$ cat config.mk
export PLATFORM = sky130hd
export DESIGN_NAME = vdr_i2c_regs
export DESIGN_NICKNAME = d
export VERILOG_FILES = /design/src/core/vdr_pkg.sv /design/src/core/vdr_i2c_regs.sv
export VERILOG_INCLUDE_DIRS = /design/src /design/src/core
export SDC_FILE = /design/constraint.sdc
export NUM_CORES = 2
export LEC_CHECK = 0
export BUFFER_PORTS_ARGS = -buffer_cell sky130_fd_sc_hd__clkbuf_2
export CAP_MARGIN = 20
export CORE_UTILIZATION = 49
export CTS_CLUSTER_DIAMETER = 80
export DETAILED_ROUTE_END_ITERATION = 10
export PLACE_DENSITY = 0.61
export SYNTH_ARGS = -nofsm -noshare
export SYNTH_HDL_FRONTEND = slang
export SYNTH_SLANG_ARGS = --single-unit
$ cat constraint.sdc
create_clock -name CLK_SYS -period 103.5 [get_ports CLK_SYS]
set_input_delay 20.7 -clock CLK_SYS [delete_from_list [all_inputs] [get_ports CLK_SYS]]
set_output_delay 20.7 -clock CLK_SYS [all_outputs]
set_load 0.01 [all_outputs]
$ cat src/core/vdr_consts.svh
// Constants of the video decoder register bank: addresses, masks and reset values.
`ifndef VDR_CONSTS_SVH
`define VDR_CONSTS_SVH
`define VDR_ADDR_WR_DEF 8'h42
`define VDR_ADDR_RD_DEF 8'h43
`define VDR_ADDR_WR_ALT 8'h40
`define VDR_ADDR_RD_ALT 8'h41
`define VDR_OFS_CHIP_VERSION 8'h00
`define VDR_OFS_STATUS_ONE 8'h1E
`define VDR_OFS_STATUS_TWO 8'h1F
`define VDR_OFS_ANALOG_CTRL_A 8'h23
`define VDR_OFS_CH3_GAIN_LOW 8'h24
`define VDR_OFS_CH4_GAIN_LOW 8'h25
`define VDR_OFS_COMP_DELAY 8'h29
`define VDR_OFS_COMP_BRIGHT 8'h2A
`define VDR_OFS_COMP_CONTRAST 8'h2B
`define VDR_OFS_COMP_SAT 8'h2C
`define VDR_OFS_IRQ_MASK_1 8'h2D
`define VDR_OFS_IRQ_MASK_2 8'h2E
`define VDR_OFS_IRQ_MASK_3 8'h2F
`define VDR_OFS_AUDIO_CYCLES_PER_FIELD_LO 8'h30
`define VDR_OFS_AUDIO_CYCLES_PER_FIELD_MID 8'h31
`define VDR_OFS_AUDIO_CYCLES_PER_FIELD_HI 8'h32
`define VDR_OFS_AUDIO_NOMINAL_INCREMENT_LO 8'h34
`define VDR_OFS_AUDIO_NOMINAL_INCREMENT_MID 8'h35
`define VDR_OFS_AUDIO_NOMINAL_INCREMENT_HI 8'h36
`define VDR_OFS_BIT_DIV 8'h38
`define VDR_OFS_WORD_DIV 8'h39
`define VDR_OFS_AUDIO_SETUP 8'h3A
`define VDR_OFS_SLICER_ST0 8'h60
`define VDR_OFS_SLICER_ST2 8'h62
`define VDR_OFS_FRONT_FIRST 8'h01
`define VDR_OFS_FRONT_LAST 8'h19
`define VDR_OFS_SLICER_FIRST 8'h40
`define VDR_OFS_SLICER_LAST 8'h5E
`define VDR_OFS_SCALER_FIRST 8'h80
`define VDR_OFS_SCALER_LAST 8'hEF
`define VDR_MASK_FULL 8'hFF
`define VDR_MASK_NONE 8'h00
`define VDR_MASK_ANALOG_CTRL_A 8'hF7
`define VDR_MASK_IRQ_1 8'h1D
`define VDR_MASK_IRQ_2 8'h43
`define VDR_MASK_IRQ_3 8'hEF
`define VDR_MASK_AUDIO_CYCLES_PER_FIELD_HI 8'h03
`define VDR_MASK_SIX_BIT 8'h3F
`define VDR_MASK_AUDIO_SETUP 8'h0F
`define VDR_REG_RESET 8'h00
`define VDR_BIT_CNT_FULL 4'h8
`define VDR_BIT_CNT_LAST 4'h7
`define VDR_DIV_MIN 6'h02
`endif

$ cat src/core/vdr_pkg.sv
// Types shared by the video decoder register bank.
package vdr_pkg;
  typedef enum logic [3:0] {
    ST_IDLE = 4'b0000,
    ST_ADDR = 4'b0001,
    ST_ACK_ADDR = 4'b0010,
    ST_SUB = 4'b0011,
    ST_ACK_SUB = 4'b0100,
    ST_WDATA = 4'b0101,
    ST_ACK_DATA = 4'b0110,
    ST_RDATA = 4'b0111,
    ST_MACK = 4'b1000
  } vdr_state_t;
endpackage : vdr_pkg

$ cat src/core/vdr_i2c_regs.sv
// Two-wire slave register bank of the video decoder with audio clock dividers.
// Functional notes
// Write address 42h, or 40h when strapped.
// Read address 43h, or 41h when strapped.
// Strap sampled after reset picks address pair.
// Pointer increments after every data byte.
// Slave acknowledges address, subaddress, data bytes.
// Master acknowledges read bytes, ends with stop.
// Write: start, address, subaddress, data, stop.
// Read: set subaddress, repeated start, read.
// Status bytes 1Eh, 1Fh are read only.
// Slicer status 60h to 62h read only.
// Ranges 80h to EFh read and write.
// 20h-2Fh: reserved holes, control bytes writable.
// Status byte one flag layout.
// Status byte two flag layout.
// Analog control byte 23h bit layout.
// Nine-bit gains from 24h/25h plus 23h.
// Eighteen-bit cycles per field, 30h-32h.
// Twenty-two-bit increment, 34h-36h, low first.
// Master clock divided by 38h ratio.
// Bit clock divided by 39h ratio.
// Audio setup bits at 3Ah.
`timescale 1ns/1ps
`default_nettype none
`include "vdr_consts.svh"
module vdr_i2c_regs #(
  parameter logic [7:0] CHIP_VERSION = 8'h11 // Arbitrary version value.
) (
  input wire logic CLK_SYS, // System clock, 250 MHz.
  input wire logic RST, // Asynchronous reset, active high.
  input wire logic SCL_IN, // Bus clock level.
  input wire logic SDA_IN, // Bus data level.
  output logic SDA_OUT, // Bus data drive value, always low.
  output logic SDA_OE, // High while pulling data low.
  input wire logic REALTIME_CONTROL_OUTPUT_PIN, // Strap level read after reset.
  input wire logic HORIZONTAL_LOCK_FLAG, // Status one bit 6.
  input wire logic SLOW_TIME_CONSTANT_FLAG, // Status one bit 5.
  input wire logic GAIN_UPPER_LIMIT_FLAG, // Status one bit 4.
  input wire logic GAIN_LOWER_LIMIT_FLAG, // Status one bit 3.
  input wire logic WHITE_PEAK_FLAG, // Status one bit 2.
  input wire logic [1:0] DETECTED_STANDARD, // Status one bits 1:0.
  input wire logic INTERLACE_FLAG, // Status two bit 7.
  input wire logic HALF_LEVEL_FLAG, // Status two bit 6.
  input wire logic FIELD_FLAG, // Status two bit 5.
  input wire logic TYPE_FLAG, // Status two bit 3.
  input wire logic COLOR_STRIPE_FLAG, // Status two bit 2.
  input wire logic COPY_PROTECT_FLAG, // Status two bit 1.
  input wire logic READY_FLAG, // Status two bit 0.
  input wire logic [7:0] SLICER_STATUS_0, // Slicer status at 60h.
  input wire logic [7:0] SLICER_STATUS_1, // Slicer status at 61h.
  input wire logic [7:0] SLICER_STATUS_2, // Slicer status at 62h.
  input wire logic AUDIO_MASTER_CLOCK, // Audio master clock level.
  output logic ANALOG_OUTPUT_SELECT_BIT, // 23h bit 7.
  output logic CONVERTER_PORT_ENABLE, // 23h bit 6.
  output logic EXTERNAL_CLOCK_SELECT, // 23h bit 5.
  output logic REFERENCE_SELECT, // 23h bit 4.
  output logic EXTERNAL_CLAMP_ENABLE, // 23h bit 2.
  output logic [8:0] CHANNEL_THREE_GAIN, // Nine-bit gain, channel three.
  output logic [8:0] CHANNEL_FOUR_GAIN, // Nine-bit gain, channel four.
  output logic [17:0] AUDIO_CYCLES_PER_FIELD, // Master clocks per field.
  output logic [21:0] AUDIO_NOMINAL_INCREMENT, // Synthesis increment.
  output logic AUDIO_PLL_CONTROL, // 3Ah bit 3.
  output logic MASTER_CLOCK_MODE, // 3Ah bit 2.
  output logic AUDIO_BIT_CLOCK, // Divided serial bit clock.
  output logic AUDIO_WORD_CLOCK // Divided word clock.
);

  logic scl_d_ff;
  logic sda_d_ff;
  logic scl_rise;
  logic scl_fall;
  logic start_det;
  logic stop_det;
  logic strap_done_ff;
  logic alt_addr_ff;
  logic [7:0] wr_addr;
  logic [7:0] rd_addr;
  vdr_pkg::vdr_state_t state_ff;
  logic [3:0] cnt_ff;
  logic [7:0] shift_ff;
  logic [7:0] ptr_ff;
  logic mack_ok_ff;
  logic byte_done;
  logic wr_stb;
  logic [7:0] mem_ff [0:255];
  logic [7:0] status_one;
  logic [7:0] status_two;

  // Bus edge and condition detection on the previous sampled levels.
  always_ff @(posedge CLK_SYS or posedge RST) begin
    if (RST) begin
      scl_d_ff <= 1'b1;
      sda_d_ff <= 1'b1;
    end else begin
      scl_d_ff <= SCL_IN;
      sda_d_ff <= SDA_IN;
    end
  end
  assign scl_rise = SCL_IN & ~scl_d_ff;
  assign scl_fall = ~SCL_IN & scl_d_ff;
  assign start_det = SCL_IN & scl_d_ff & sda_d_ff & ~SDA_IN;
  assign stop_det = SCL_IN & scl_d_ff & ~sda_d_ff & SDA_IN;

  // Strap is caught once, on the first edge after reset release.
  always_ff @(posedge CLK_SYS or posedge RST) begin
    if (RST) begin
      strap_done_ff <= 1'b0;
      alt_addr_ff <= 1'b0;
    end else if (!strap_done_ff) begin
      strap_done_ff <= 1'b1;
      alt_addr_ff <= REALTIME_CONTROL_OUTPUT_PIN;
    end
  end
  assign wr_addr = alt_addr_ff ? `VDR_ADDR_WR_ALT : `VDR_ADDR_WR_DEF;
  assign rd_addr = alt_addr_ff ? `VDR_ADDR_RD_ALT : `VDR_ADDR_RD_DEF;

  // Status bytes assembled from the live decoder flags.
  assign status_one = {1'b0, HORIZONTAL_LOCK_FLAG, SLOW_TIME_CONSTANT_FLAG,
    GAIN_UPPER_LIMIT_FLAG, GAIN_LOWER_LIMIT_FLAG, WHITE_PEAK_FLAG, DETECTED_STANDARD};
  assign status_two = {INTERLACE_FLAG, HALF_LEVEL_FLAG, FIELD_FLAG, 1'b0,
    TYPE_FLAG, COLOR_STRIPE_FLAG, COPY_PROTECT_FLAG, READY_FLAG};

  // Writable bits per subaddress; zero marks read-only or reserved bytes.
  function automatic logic [7:0] wmask(input logic [7:0] a);
    logic [7:0] m;
    m = `VDR_MASK_NONE;
    if (a >= `VDR_OFS_FRONT_FIRST && a <= `VDR_OFS_FRONT_LAST) m = `VDR_MASK_FULL;
    if (a >= `VDR_OFS_SLICER_FIRST && a <= `VDR_OFS_SLICER_LAST) m = `VDR_MASK_FULL;
    if (a >= `VDR_OFS_SCALER_FIRST && a <= `VDR_OFS_SCALER_LAST) m = `VDR_MASK_FULL;
    case (a)
      `VDR_OFS_ANALOG_CTRL_A: m = `VDR_MASK_ANALOG_CTRL_A;
      `VDR_OFS_CH3_GAIN_LOW, `VDR_OFS_CH4_GAIN_LOW: m = `VDR_MASK_FULL;
      `VDR_OFS_COMP_DELAY, `VDR_OFS_COMP_BRIGHT: m = `VDR_MASK_FULL;
      `VDR_OFS_COMP_CONTRAST, `VDR_OFS_COMP_SAT: m = `VDR_MASK_FULL;
      `VDR_OFS_IRQ_MASK_1: m = `VDR_MASK_IRQ_1;
      `VDR_OFS_IRQ_MASK_2: m = `VDR_MASK_IRQ_2;
      `VDR_OFS_IRQ_MASK_3: m = `VDR_MASK_IRQ_3;
      `VDR_OFS_AUDIO_CYCLES_PER_FIELD_LO, `VDR_OFS_AUDIO_CYCLES_PER_FIELD_MID: m = `VDR_MASK_FULL;
      `VDR_OFS_AUDIO_CYCLES_PER_FIELD_HI: m = `VDR_MASK_AUDIO_CYCLES_PER_FIELD_HI;
      `VDR_OFS_AUDIO_NOMINAL_INCREMENT_LO, `VDR_OFS_AUDIO_NOMINAL_INCREMENT_MID: m = `VDR_MASK_FULL;
      `VDR_OFS_AUDIO_NOMINAL_INCREMENT_HI, `VDR_OFS_BIT_DIV, `VDR_OFS_WORD_DIV: m = `VDR_MASK_SIX_BIT;
      `VDR_OFS_AUDIO_SETUP: m = `VDR_MASK_AUDIO_SETUP;
      default: m = m;
    endcase
    return m;
  endfunction : wmask

  // Read value per subaddress; reserved bytes read as zero.
  function automatic logic [7:0] rbyte(input logic [7:0] a);
    logic [7:0] v;
    v = mem_ff[a];
    case (a)
      `VDR_OFS_CHIP_VERSION: v = CHIP_VERSION;
      `VDR_OFS_STATUS_ONE: v = status_one;
      `VDR_OFS_STATUS_TWO: v = status_two;
      `VDR_OFS_SLICER_ST0: v = SLICER_STATUS_0;
      `VDR_OFS_SLICER_ST0 + 8'h01: v = SLICER_STATUS_1;
      `VDR_OFS_SLICER_ST2: v = SLICER_STATUS_2;
      default: v = v;
    endcase
    return v;
  endfunction : rbyte

  assign byte_done = scl_fall && (cnt_ff == `VDR_BIT_CNT_FULL);
  assign wr_stb = (state_ff == vdr_pkg::ST_WDATA) && byte_done;

  // Slave sequencer: address, subaddress, data and acknowledge phases.
  always_ff @(posedge CLK_SYS or posedge RST) begin
    if (RST) begin
      state_ff <= vdr_pkg::ST_IDLE;
      cnt_ff <= 4'h0;
      shift_ff <= 8'h00;
      ptr_ff <= 8'h00;
      mack_ok_ff <= 1'b0;
    end else if (start_det) begin
      state_ff <= vdr_pkg::ST_ADDR; // Repeated start restarts addressing.
      cnt_ff <= 4'h0;
    end else if (stop_det) begin
      state_ff <= vdr_pkg::ST_IDLE;
    end else begin
      case (state_ff)
        vdr_pkg::ST_ADDR, vdr_pkg::ST_SUB, vdr_pkg::ST_WDATA: begin
          if (scl_rise && cnt_ff != `VDR_BIT_CNT_FULL) begin
            shift_ff <= {shift_ff[6:0], SDA_IN};
            cnt_ff <= cnt_ff + 4'h1;
          end else if (byte_done) begin
            cnt_ff <= 4'h0;
            if (state_ff == vdr_pkg::ST_ADDR) begin
              if (shift_ff == wr_addr || shift_ff == rd_addr) begin
                state_ff <= vdr_pkg::ST_ACK_ADDR;
              end else begin
                state_ff <= vdr_pkg::ST_IDLE;
              end
            end else if (state_ff == vdr_pkg::ST_SUB) begin
              ptr_ff <= shift_ff;
              state_ff <= vdr_pkg::ST_ACK_SUB;
            end else begin
              ptr_ff <= ptr_ff + 8'h01;
              state_ff <= vdr_pkg::ST_ACK_DATA;
            end
          end
        end
        vdr_pkg::ST_ACK_ADDR: begin
          if (scl_fall) begin
            if (shift_ff[0]) begin
              shift_ff <= rbyte(ptr_ff);
              ptr_ff <= ptr_ff + 8'h01;
              state_ff <= vdr_pkg::ST_RDATA;
            end else begin
              state_ff <= vdr_pkg::ST_SUB;
            end
          end
        end
        vdr_pkg::ST_ACK_SUB, vdr_pkg::ST_ACK_DATA: begin
          if (scl_fall) begin
            state_ff <= vdr_pkg::ST_WDATA;
          end
        end
        vdr_pkg::ST_RDATA: begin
          if (scl_fall) begin
            if (cnt_ff == `VDR_BIT_CNT_LAST) begin
              cnt_ff <= 4'h0;
              state_ff <= vdr_pkg::ST_MACK;
            end else begin
              shift_ff <= {shift_ff[6:0], 1'b0};
              cnt_ff <= cnt_ff + 4'h1;
            end
          end
        end
        vdr_pkg::ST_MACK: begin
          if (scl_rise) begin
            mack_ok_ff <= ~SDA_IN;
          end else if (scl_fall) begin
            if (mack_ok_ff) begin
              shift_ff <= rbyte(ptr_ff);
              ptr_ff <= ptr_ff + 8'h01;
              state_ff <= vdr_pkg::ST_RDATA;
            end else begin
              state_ff <= vdr_pkg::ST_IDLE;
            end
          end
        end
        default: state_ff <= vdr_pkg::ST_IDLE;
      endcase
    end
  end

  // Open-drain drive: acknowledge slots and zero bits of read data.
  assign SDA_OUT = 1'b0;
  assign SDA_OE = (state_ff == vdr_pkg::ST_ACK_ADDR) || (state_ff == vdr_pkg::ST_ACK_SUB) ||
    (state_ff == vdr_pkg::ST_ACK_DATA) ||
    ((state_ff == vdr_pkg::ST_RDATA) && !shift_ff[7]);

  // Register storage; only writable bits of writable bytes ever change.
  genvar gi;
  generate
    for (gi = 0; gi < 256; gi++) begin : g_mem
      always_ff @(posedge CLK_SYS or posedge RST) begin
        if (RST) begin
          mem_ff[gi] <= `VDR_REG_RESET;
        end else if (wr_stb && ptr_ff == 8'(gi)) begin
          mem_ff[gi] <= shift_ff & wmask(8'(gi));
        end
      end
    end
  endgenerate

  // Control fields decoded from the stored bytes.
  assign ANALOG_OUTPUT_SELECT_BIT = mem_ff[`VDR_OFS_ANALOG_CTRL_A][7];
  assign CONVERTER_PORT_ENABLE = mem_ff[`VDR_OFS_ANALOG_CTRL_A][6];
  assign EXTERNAL_CLOCK_SELECT = mem_ff[`VDR_OFS_ANALOG_CTRL_A][5];
  assign REFERENCE_SELECT = mem_ff[`VDR_OFS_ANALOG_CTRL_A][4];
  assign EXTERNAL_CLAMP_ENABLE = mem_ff[`VDR_OFS_ANALOG_CTRL_A][2];
  assign CHANNEL_THREE_GAIN = {mem_ff[`VDR_OFS_ANALOG_CTRL_A][0],
    mem_ff[`VDR_OFS_CH3_GAIN_LOW]};
  assign CHANNEL_FOUR_GAIN = {mem_ff[`VDR_OFS_ANALOG_CTRL_A][1],
    mem_ff[`VDR_OFS_CH4_GAIN_LOW]};
  assign AUDIO_CYCLES_PER_FIELD = {mem_ff[`VDR_OFS_AUDIO_CYCLES_PER_FIELD_HI][1:0], mem_ff[`VDR_OFS_AUDIO_CYCLES_PER_FIELD_MID],
    mem_ff[`VDR_OFS_AUDIO_CYCLES_PER_FIELD_LO]};
  assign AUDIO_NOMINAL_INCREMENT = {mem_ff[`VDR_OFS_AUDIO_NOMINAL_INCREMENT_HI][5:0], mem_ff[`VDR_OFS_AUDIO_NOMINAL_INCREMENT_MID],
    mem_ff[`VDR_OFS_AUDIO_NOMINAL_INCREMENT_LO]};
  assign AUDIO_PLL_CONTROL = mem_ff[`VDR_OFS_AUDIO_SETUP][3];
  assign MASTER_CLOCK_MODE = mem_ff[`VDR_OFS_AUDIO_SETUP][2];

  // Audio dividers; ratios below two behave as two so the clocks never stall.
  logic am_d_ff;
  logic am_rise;
  logic [5:0] bit_ratio;
  logic [5:0] word_ratio;
  logic [5:0] bcnt_ff;
  logic [5:0] wcnt_ff;
  logic bclk_ff;
  logic wclk_ff;
  logic bclk_rise;
  assign bit_ratio = (mem_ff[`VDR_OFS_BIT_DIV][5:0] < `VDR_DIV_MIN) ? `VDR_DIV_MIN :
    mem_ff[`VDR_OFS_BIT_DIV][5:0];
  assign word_ratio = (mem_ff[`VDR_OFS_WORD_DIV][5:0] < `VDR_DIV_MIN) ? `VDR_DIV_MIN :
    mem_ff[`VDR_OFS_WORD_DIV][5:0];
  assign am_rise = AUDIO_MASTER_CLOCK & ~am_d_ff;
  assign bclk_rise = am_rise && (bcnt_ff == bit_ratio - 6'h01);

  // Bit clock: high for the first half, rounded down, of each ratio-long master period.
  always_ff @(posedge CLK_SYS or posedge RST) begin
    if (RST) begin
      am_d_ff <= 1'b0;
      bcnt_ff <= 6'h00;
      bclk_ff <= 1'b0;
    end else begin
      am_d_ff <= AUDIO_MASTER_CLOCK;
      if (am_rise) begin
        bcnt_ff <= bclk_rise ? 6'h00 : bcnt_ff + 6'h01;
        bclk_ff <= bclk_rise || ((bcnt_ff + 6'h01) < (bit_ratio >> 1));
      end
    end
  end

  // Word clock: same scheme counted in bit clock periods.
  always_ff @(posedge CLK_SYS or posedge RST) begin
    if (RST) begin
      wcnt_ff <= 6'h00;
      wclk_ff <= 1'b0;
    end else if (bclk_rise) begin
      wcnt_ff <= (wcnt_ff == word_ratio - 6'h01) ? 6'h00 : wcnt_ff + 6'h01;
      wclk_ff <= (wcnt_ff == word_ratio - 6'h01) || ((wcnt_ff + 6'h01) < (word_ratio >> 1));
    end
  end
  assign AUDIO_BIT_CLOCK = bclk_ff ^ mem_ff[`VDR_OFS_AUDIO_SETUP][0];
  assign AUDIO_WORD_CLOCK = wclk_ff ^ mem_ff[`VDR_OFS_AUDIO_SETUP][1];

  // Checks on the slave sequencer and the register map.
  property p_wr_addr_ack;
    @(posedge CLK_SYS) disable iff (RST)
    (state_ff == vdr_pkg::ST_ADDR && byte_done && !start_det && !stop_det &&
     shift_ff == (alt_addr_ff ? 8'h40 : 8'h42)) |=> (state_ff == vdr_pkg::ST_ACK_ADDR) ##0 SDA_OE;
  endproperty
  a_wr_addr_ack: assert property (p_wr_addr_ack) else $error("write address not acknowledged");
  property p_rd_addr_ack;
    @(posedge CLK_SYS) disable iff (RST)
    (state_ff == vdr_pkg::ST_ADDR && byte_done && !start_det && !stop_det &&
     shift_ff == (alt_addr_ff ? 8'h41 : 8'h43)) |=> state_ff == vdr_pkg::ST_ACK_ADDR;
  endproperty
  a_rd_addr_ack: assert property (p_rd_addr_ack) else $error("read address not acknowledged");
  property p_strap;
    @(posedge CLK_SYS) disable iff (RST)
    $rose(strap_done_ff) |-> alt_addr_ff == $past(REALTIME_CONTROL_OUTPUT_PIN);
  endproperty
  a_strap: assert property (p_strap) else $error("strap not captured");
  property p_ptr_inc;
    @(posedge CLK_SYS) disable iff (RST)
    (wr_stb && !start_det && !stop_det) |=> ptr_ff == $past(ptr_ff) + 8'h01;
  endproperty
  a_ptr_inc: assert property (p_ptr_inc) else $error("pointer did not advance");
  property p_ack_hold;
    @(posedge CLK_SYS) disable iff (RST)
    (wr_stb && !start_det && !stop_det) |=> SDA_OE [*4];
  endproperty
  a_ack_hold: assert property (p_ack_hold) else $error("data byte not acknowledged");
  property p_status_ro;
    @(posedge CLK_SYS) disable iff (RST)
    mem_ff[8'h1E] == 8'h00 && mem_ff[8'h1F] == 8'h00 && rbyte(8'h1E) == status_one;
  endproperty
  a_status_ro: assert property (p_status_ro) else $error("status byte altered");
  property p_slicer_ro;
    @(posedge CLK_SYS) disable iff (RST)
    mem_ff[8'h60] == 8'h00 && mem_ff[8'h62] == 8'h00 && rbyte(8'h62) == SLICER_STATUS_2;
  endproperty
  a_slicer_ro: assert property (p_slicer_ro) else $error("slicer status altered");
  property p_reserved;
    @(posedge CLK_SYS) disable iff (RST)
    (wr_stb && ptr_ff == 8'h21) |=> mem_ff[8'h21] == 8'h00 && mem_ff[8'h23][3] == 1'b0;
  endproperty
  a_reserved: assert property (p_reserved) else $error("reserved byte changed");
  property p_scaler_rw;
    @(posedge CLK_SYS) disable iff (RST)
    (wr_stb && ptr_ff == 8'h80) |=> mem_ff[8'h80] == $past(shift_ff);
  endproperty
  a_scaler_rw: assert property (p_scaler_rw) else $error("scaler byte not stored");
  c_write: cover property (@(posedge CLK_SYS) disable iff (RST) wr_stb);
  c_read: cover property (@(posedge CLK_SYS) disable iff (RST)
    state_ff == vdr_pkg::ST_MACK ##1 state_ff == vdr_pkg::ST_RDATA);
  c_alt: cover property (@(posedge CLK_SYS) disable iff (RST) alt_addr_ff && wr_stb);

endmodule : vdr_i2c_regs
`default_nettype wire

After elaboration in Yosys (flattened, before gate mapping)
Cells that the tools add are included.

cells by class
  add/subtract/negate cells = 6
  magnitude comparators = 5
  equal/unequal tests = 229
  mux-type cells = 52
  bitwise gates (word level) = 18
  reduce and logical (&&, ||, !) cells = 211

operators by type and width
  kind                                                                          count
  8-bit == test, second input constant                                          112
  8-bit by 7-bit == test with 1-bit output, second input constant               34
  1-bit logical AND                                                             192
  8-bit by 6-bit == test with 1-bit output, second input constant               19
  8-bit two-way mux                                                             19
  8-bit by 5-bit == test with 1-bit output, second input constant               12
  4-bit two-way mux                                                             17
  8-bit binary-select mux with 8-bit select                                     1
  8-bit by 4-bit == test with 1-bit output, second input constant               8
  8-bit case mux with 6 select lines                                            1
  4-bit != test, second input constant                                          10
  8-bit by 3-bit == test with 1-bit output, second input constant               4
  8-bit case mux with 4 select lines                                            1
  6-bit two-way mux                                                             4
  2-bit != test, second input constant                                          12
  8-bit case mux with 3 select lines                                            1
  11-bit AND reduction                                                          2
  4-bit by 3-bit == test with 1-bit output, second input constant               5
  4-bit case mux with 5 select lines                                            1
  8-bit by 2-bit == test with 1-bit output, second input constant               2
  8-bit by 7-bit == test with 1-bit output                                      2
  6-bit by 1-bit adder with 6-bit output, second input constant                 2
  6-bit == test                                                                 2
  6-bit by 2-bit less-than comparator with 1-bit output, second input constant  2
  other kinds (27)                                                              56

storage, ports and cells
  flip-flop bits (word level) = 1513
  bits of input ports = 44
  output and inout bits = 69
  word-level logic and storage cells = 723

Logic depth before layout (Yosys ltp)
  depth in word-level cells = 10
  mapped depth = 15
  gate-level depth less buffers = 11

Worst setup path before layout
Ideal clock, no wire load.

  path kind = in2reg
  start point = input port SCL_IN
  end point = register mem_ff[1408] (netlist bit)
  setup time = 0.125 ns
  arrival time = 22.651 ns
  data required time = 103.375 ns
  slack = 80.725 ns
  stages on the path = 7
  buffers on the path = 1
  cell sequence = nor2b_1 -> nand2_1 -> nor3b_2 -> buf_2 -> nand3_1 -> nor2_1 -> mux2_2

between the ends
  word-level cells in the longest chain between the ends = 5

ends and longest elaborated chain
  what                             line                 source
  from (decl)                      vdr_i2c_regs.sv:32   input wire logic SCL_IN,
  1-bit inverter                   vdr_i2c_regs.sv:101  assign scl_fall = ~SCL_IN & scl_d_ff;
  1-bit bitwise AND                vdr_i2c_regs.sv:101
  1-bit logical AND                vdr_i2c_regs.sv:165  assign byte_done = scl_fall && (cnt_ff == `VDR_BIT_CNT_FULL);
  1-bit logical AND                vdr_i2c_regs.sv:166  assign wr_stb = (state_ff == vdr_pkg::ST_WDATA) && byte_done;
  1-bit logical AND                vdr_i2c_regs.sv:262  end else if (wr_stb && ptr_ff == 8'(gi)) begin
  to (signal, indexed assignment)  vdr_i2c_regs.sv:261  mem_ff[gi] <= `VDR_REG_RESET;
  to (signal, indexed assignment)  vdr_i2c_regs.sv:263  mem_ff[gi] <= shift_ff & wmask(8'(gi));
  to (decl)                        vdr_i2c_regs.sv:86   logic [7:0] mem_ff [0:255];

Every way passes these cells.
A chain may end at the register's enable or synchronous reset.

==> out/summary.log <==
qor: routing.drt_pre_antenna_iters 11
qor: logic_synthesis.leading_cell_type_by_number_of_instances_after_synthesis sky130_fd_sc_hd__dfrtp_1
qor: logic_synthesis.synth.distinct_cells 85
qor: clock_tree.cts_tree done
qor: global_route.first_global_vias 45,300
qor: logic_synthesis.synth.yosys.seq_area_share 53.40%
qor: sta.setup_viol 0
qor: finish.fillers 11,980
qor: flow_run.timing.max_cap.violations 0
qor: power.irDropWorstVdd 0.01892 mV
qor: finish.finalInstanceArea 78,160 µm²
qor: logic_synthesis.synthDominantAreaCellType sky130_fd_sc_hd__dfrtp_1
qor: setup_path.worst-endpoint-required 104.31 ns
qor: clock_tree.postCtsResizedCells 0
qor: setup_path.cp-end-kind asynchronous set/reset pin
qor: power.totalPowerFinal 1.566 mW
qor: floorplan.core-area 143,700 µm²
qor: clock_tree.clkTransAtPathRegs 0.05 ns
qor: sta.hold_viol 0
qor: floorplan.die_y 382.4 µm
qor: clock_tree.post_cts.repair.setup_buffers 0
qor: finish.nets 5,199
qor: floorplan.number_of_top_level_pins 113
qor: routing.drc_errors 37
qor: logic_synthesis.synth_enable_flop_cells 0
qor: global_route.gr-total-overflow 0
qor: routing.post_drt_wl_per_cell 29.46 µm
qor: global_route.grt_first_pass_wirelength 315,400 µm
qor: logic_synthesis.yosysWarnings 0
qor: finish.antenna_cells 0
qor: global_route.initial_antenna_violation_count 4
qor: sta.timing.final.max_slew_violations 0
qor: routing.vias 44,960
qor: hold_path.hp-class flip-flop to flip-flop
qor: logic_synthesis.ys_dominant_reg_cell sky130_fd_sc_hd__dfrtp_1
qor: floorplan.floorplan.initialDensity 49.36%
qor: finish.syn2layout_area_growth 10.23%
qor: sta.fin_crit_sh 23.92%
qor: logic_synthesis.synth_top_area_share 53.33%
qor: finish.finish.utilization 54.41%
qor: sta.finalWorstPathRequiredPeriod 24.75 ns
qor: setup_path.timing.critical_path.fanout_max 109
qor: placed_design.detailed_place_hpwl 133,400 µm
qor: floorplan.core.rowCount 139
qor: setup_path.crit_path_category primary input to asynchronous set/reset pin
qor: sta.tightestPinTransition 1.244 ns
qor: power.power_per_cell_area 20.04 nW/µm²
qor: global_route.grt_start_max_net_pins 149
qor: routing.drtAntennaViolNets 0
qor: logic_synthesis.synth.cell_area 70,900 µm²
qor: sta.final.setup.tns 0 ns
qor: sta.clock_skew 0.04767 ns
qor: routing.dr.first_iter.drc_count 3,832
qor: logic_synthesis.postSynth.asyncResetShare 100.0%
qor: logic_synthesis.syn_avg_cell_area 13.64 µm²
qor: placed_design.io_buffers 111
qor: sta.max_freq 40.40 MHz
qor: finish.drive_above_1_share 40.70%
qor: clock_tree.clk_path_buf_depth 3
qor: logic_synthesis.synth.cells.most_frequent 1,511 x sky130_fd_sc_hd__dfrtp_1, 1,340 x sky130_fd_sc_hd__mux2_2, 473 x sky130_fd_sc_hd__nand2_1
qor: run_status.run_status finished with violations
qor: placed_design.placed_area 72,700 µm²
qor: clock_tree.cts_made_buffers 163
qor: logic_synthesis.yosys_register_bits 1,513
qor: floorplan.fp.dieW 382.4 µm
qor: routing.sum_of_routed_wire_length_over_all_layers 210,900 µm
qor: clock_tree.hold_buffers 0
qor: sta.maxSlewHeadroom 17.08%
qor: clock_tree.clock_sink_count 1,513
qor: clock_tree.clk-insertion-delay-late 0.80 ns
qor: power.static-leakage-power 37.00 nW
qor: setup_path.timing.critical_path.from_type primary input
qor: setup_path.data_arrival_time_of_the_critical_path 25.56 ns
qor: placed_design.gp_routability_congestion 0.8974
qor: floorplan.floorplan.die_area 146,200 µm²
qor: logic_synthesis.synth_fp_nets 5,260
qor: clock_tree.cts_root_buffer sky130_fd_sc_hd__clkbuf_16
qor: placed_design.detailedPlace.worstSlack 77.77 ns
qor: logic_synthesis.postSynthCellCount 5,198
qor: setup_path.r2r_slack 97.02 ns
qor: global_route.groute.usage.overall 29.18%
qor: sta.grt_setup_unrepaired no
qor: routing.vias_per_cell 6.278
qor: logic_synthesis.synth.top_cells.by_area sky130_fd_sc_hd__dfrtp_1 53%, sky130_fd_sc_hd__mux2_2 21%, sky130_fd_sc_hd__mux4_2 8.7%
qor: sta.finalWorstSetupSlack 78.75 ns
qor: clock_tree.htree_num_levels 4
qor: run_status.failing_checks DRC
[critical path: stages]
cell and delay (ns):
sky130_fd_sc_hd__clkbuf_2 0.13, sky130_fd_sc_hd__inv_8 0.48, sky130_fd_sc_hd__buf_4 0.71, sky130_fd_sc_hd__buf_4 0.75, sky130_fd_sc_hd__buf_4 0.84, sky130_fd_sc_hd__buf_4 0.80
sky130_fd_sc_hd__buf_4 0.74
[registers in the layout, summed over array words and instances, names as in the netlist, 6 cells and up]
name and count:
CHANNEL_FOUR_GAIN 9, CHANNEL_THREE_GAIN 9, ptr_ff 8, shift_ff 8, AUDIO_NOMINAL_INCREMENT 22, bcnt_ff 6, wcnt_ff 6, AUDIO_CYCLES_PER_FIELD 18
mem_ff 1404
[layer usage]
metal | GRT usage (%) | vias to the layer above | share of wire [%]
met1 | 41.44 | 24020 | 43
met5 | 0 | - | 0.019
met3 | 5.968 | 397 | 7.0
met2 | 44.18 | 1452 | 46
met4 | 11.22 | 6 | 4.1
li1 | - | 19080 | -
[cells in the final DEF (no fill, tap or decap), types with 70 or more instances in the layout]
master | Yosys | final
sky130_fd_sc_hd__mux2i_1 | 118 | 118
sky130_fd_sc_hd__clkbuf_2 | 0 | 111
sky130_fd_sc_hd__mux4_2 | 275 | 275
sky130_fd_sc_hd__nor2_1 | 72 | 71
sky130_fd_sc_hd__a21oi_1 | 75 | 75
sky130_fd_sc_hd__nand2_1 | 473 | 473
sky130_fd_sc_hd__clkbuf_16 | 0 | 168
sky130_fd_sc_hd__mux2_2 | 1340 | 1340
sky130_fd_sc_hd__nand3_1 | 70 | 70
sky130_fd_sc_hd__dfrtp_1 | 1511 | 1499
sky130_fd_sc_hd__a22oi_1 | 87 | 87
sky130_fd_sc_hd__o21ai_0 | 251 | 251
sky130_fd_sc_hd__buf_4 | 85 | 101
[cell type report]
class	instances	area [µm²]	area share, %
inverters	29	122.6	0.1569
clock buffers	237	4823	6.171
flip-flops and latches	1513	37900	48.50
multi-input cells	3208	30850	39.47
repair buffers	222	1496	1.915
well taps	1903	2381	3.046
clock inverters	49	584.3	0.7476
[cells by family (layout without fill, tap and decap cells)]
group           after synthesis  after routing  share of synthesized area, %
xor+xnor                     27             27                        0.3335
simple gates                798            798                         5.088
other cells                   2              2                       0.01059
fa+ha+maj                    19             19                        0.3318
mux                        1742           1742                         32.02
buf+inv                     477            537                         3.224
flops                      1513           1513                         53.40
compound gates              620            620                         5.594
[where the power goes]
| group | leakage (nW) | internal (mW) | total, mW | switching, mW |
|---|---|---|---|---|
| logic | 13.2 | 0.0930 | 0.347 | 0.254 |
| registers | 21.1 | 0.598 | 0.628 | 0.0303 |
| clock network | 2.69 | 0.348 | 0.591 | 0.244 |
[metrics by stage]
stage / cells / hold WS [ns]
2_1_floorplan: 5198 / 0.4444
3_3_place_gp: 6871 / 0.4570
3_5_place_dp: 6871 / 0.4659
4_1_cts: 7157 / 0.4792
5_1_grt: 7161 / 0.4935
6_report: 7161 / 0.4744
[final timing paths]
check	end	cells after the start	from
max	mem_ff[134]	7	RST
min	mem_ff[800]	2	mem_ff[800]
max reg2reg	shift_ff[4]	10	ptr_ff[0]
min reg2reg	mem_ff[800]	2	mem_ff[800]
max in group CLK_SYS	mem_ff[770]	8	SCL_IN
min in group asynchronous	bcnt_ff[0]	2	RST
Power figures use the tool's default switching activity.
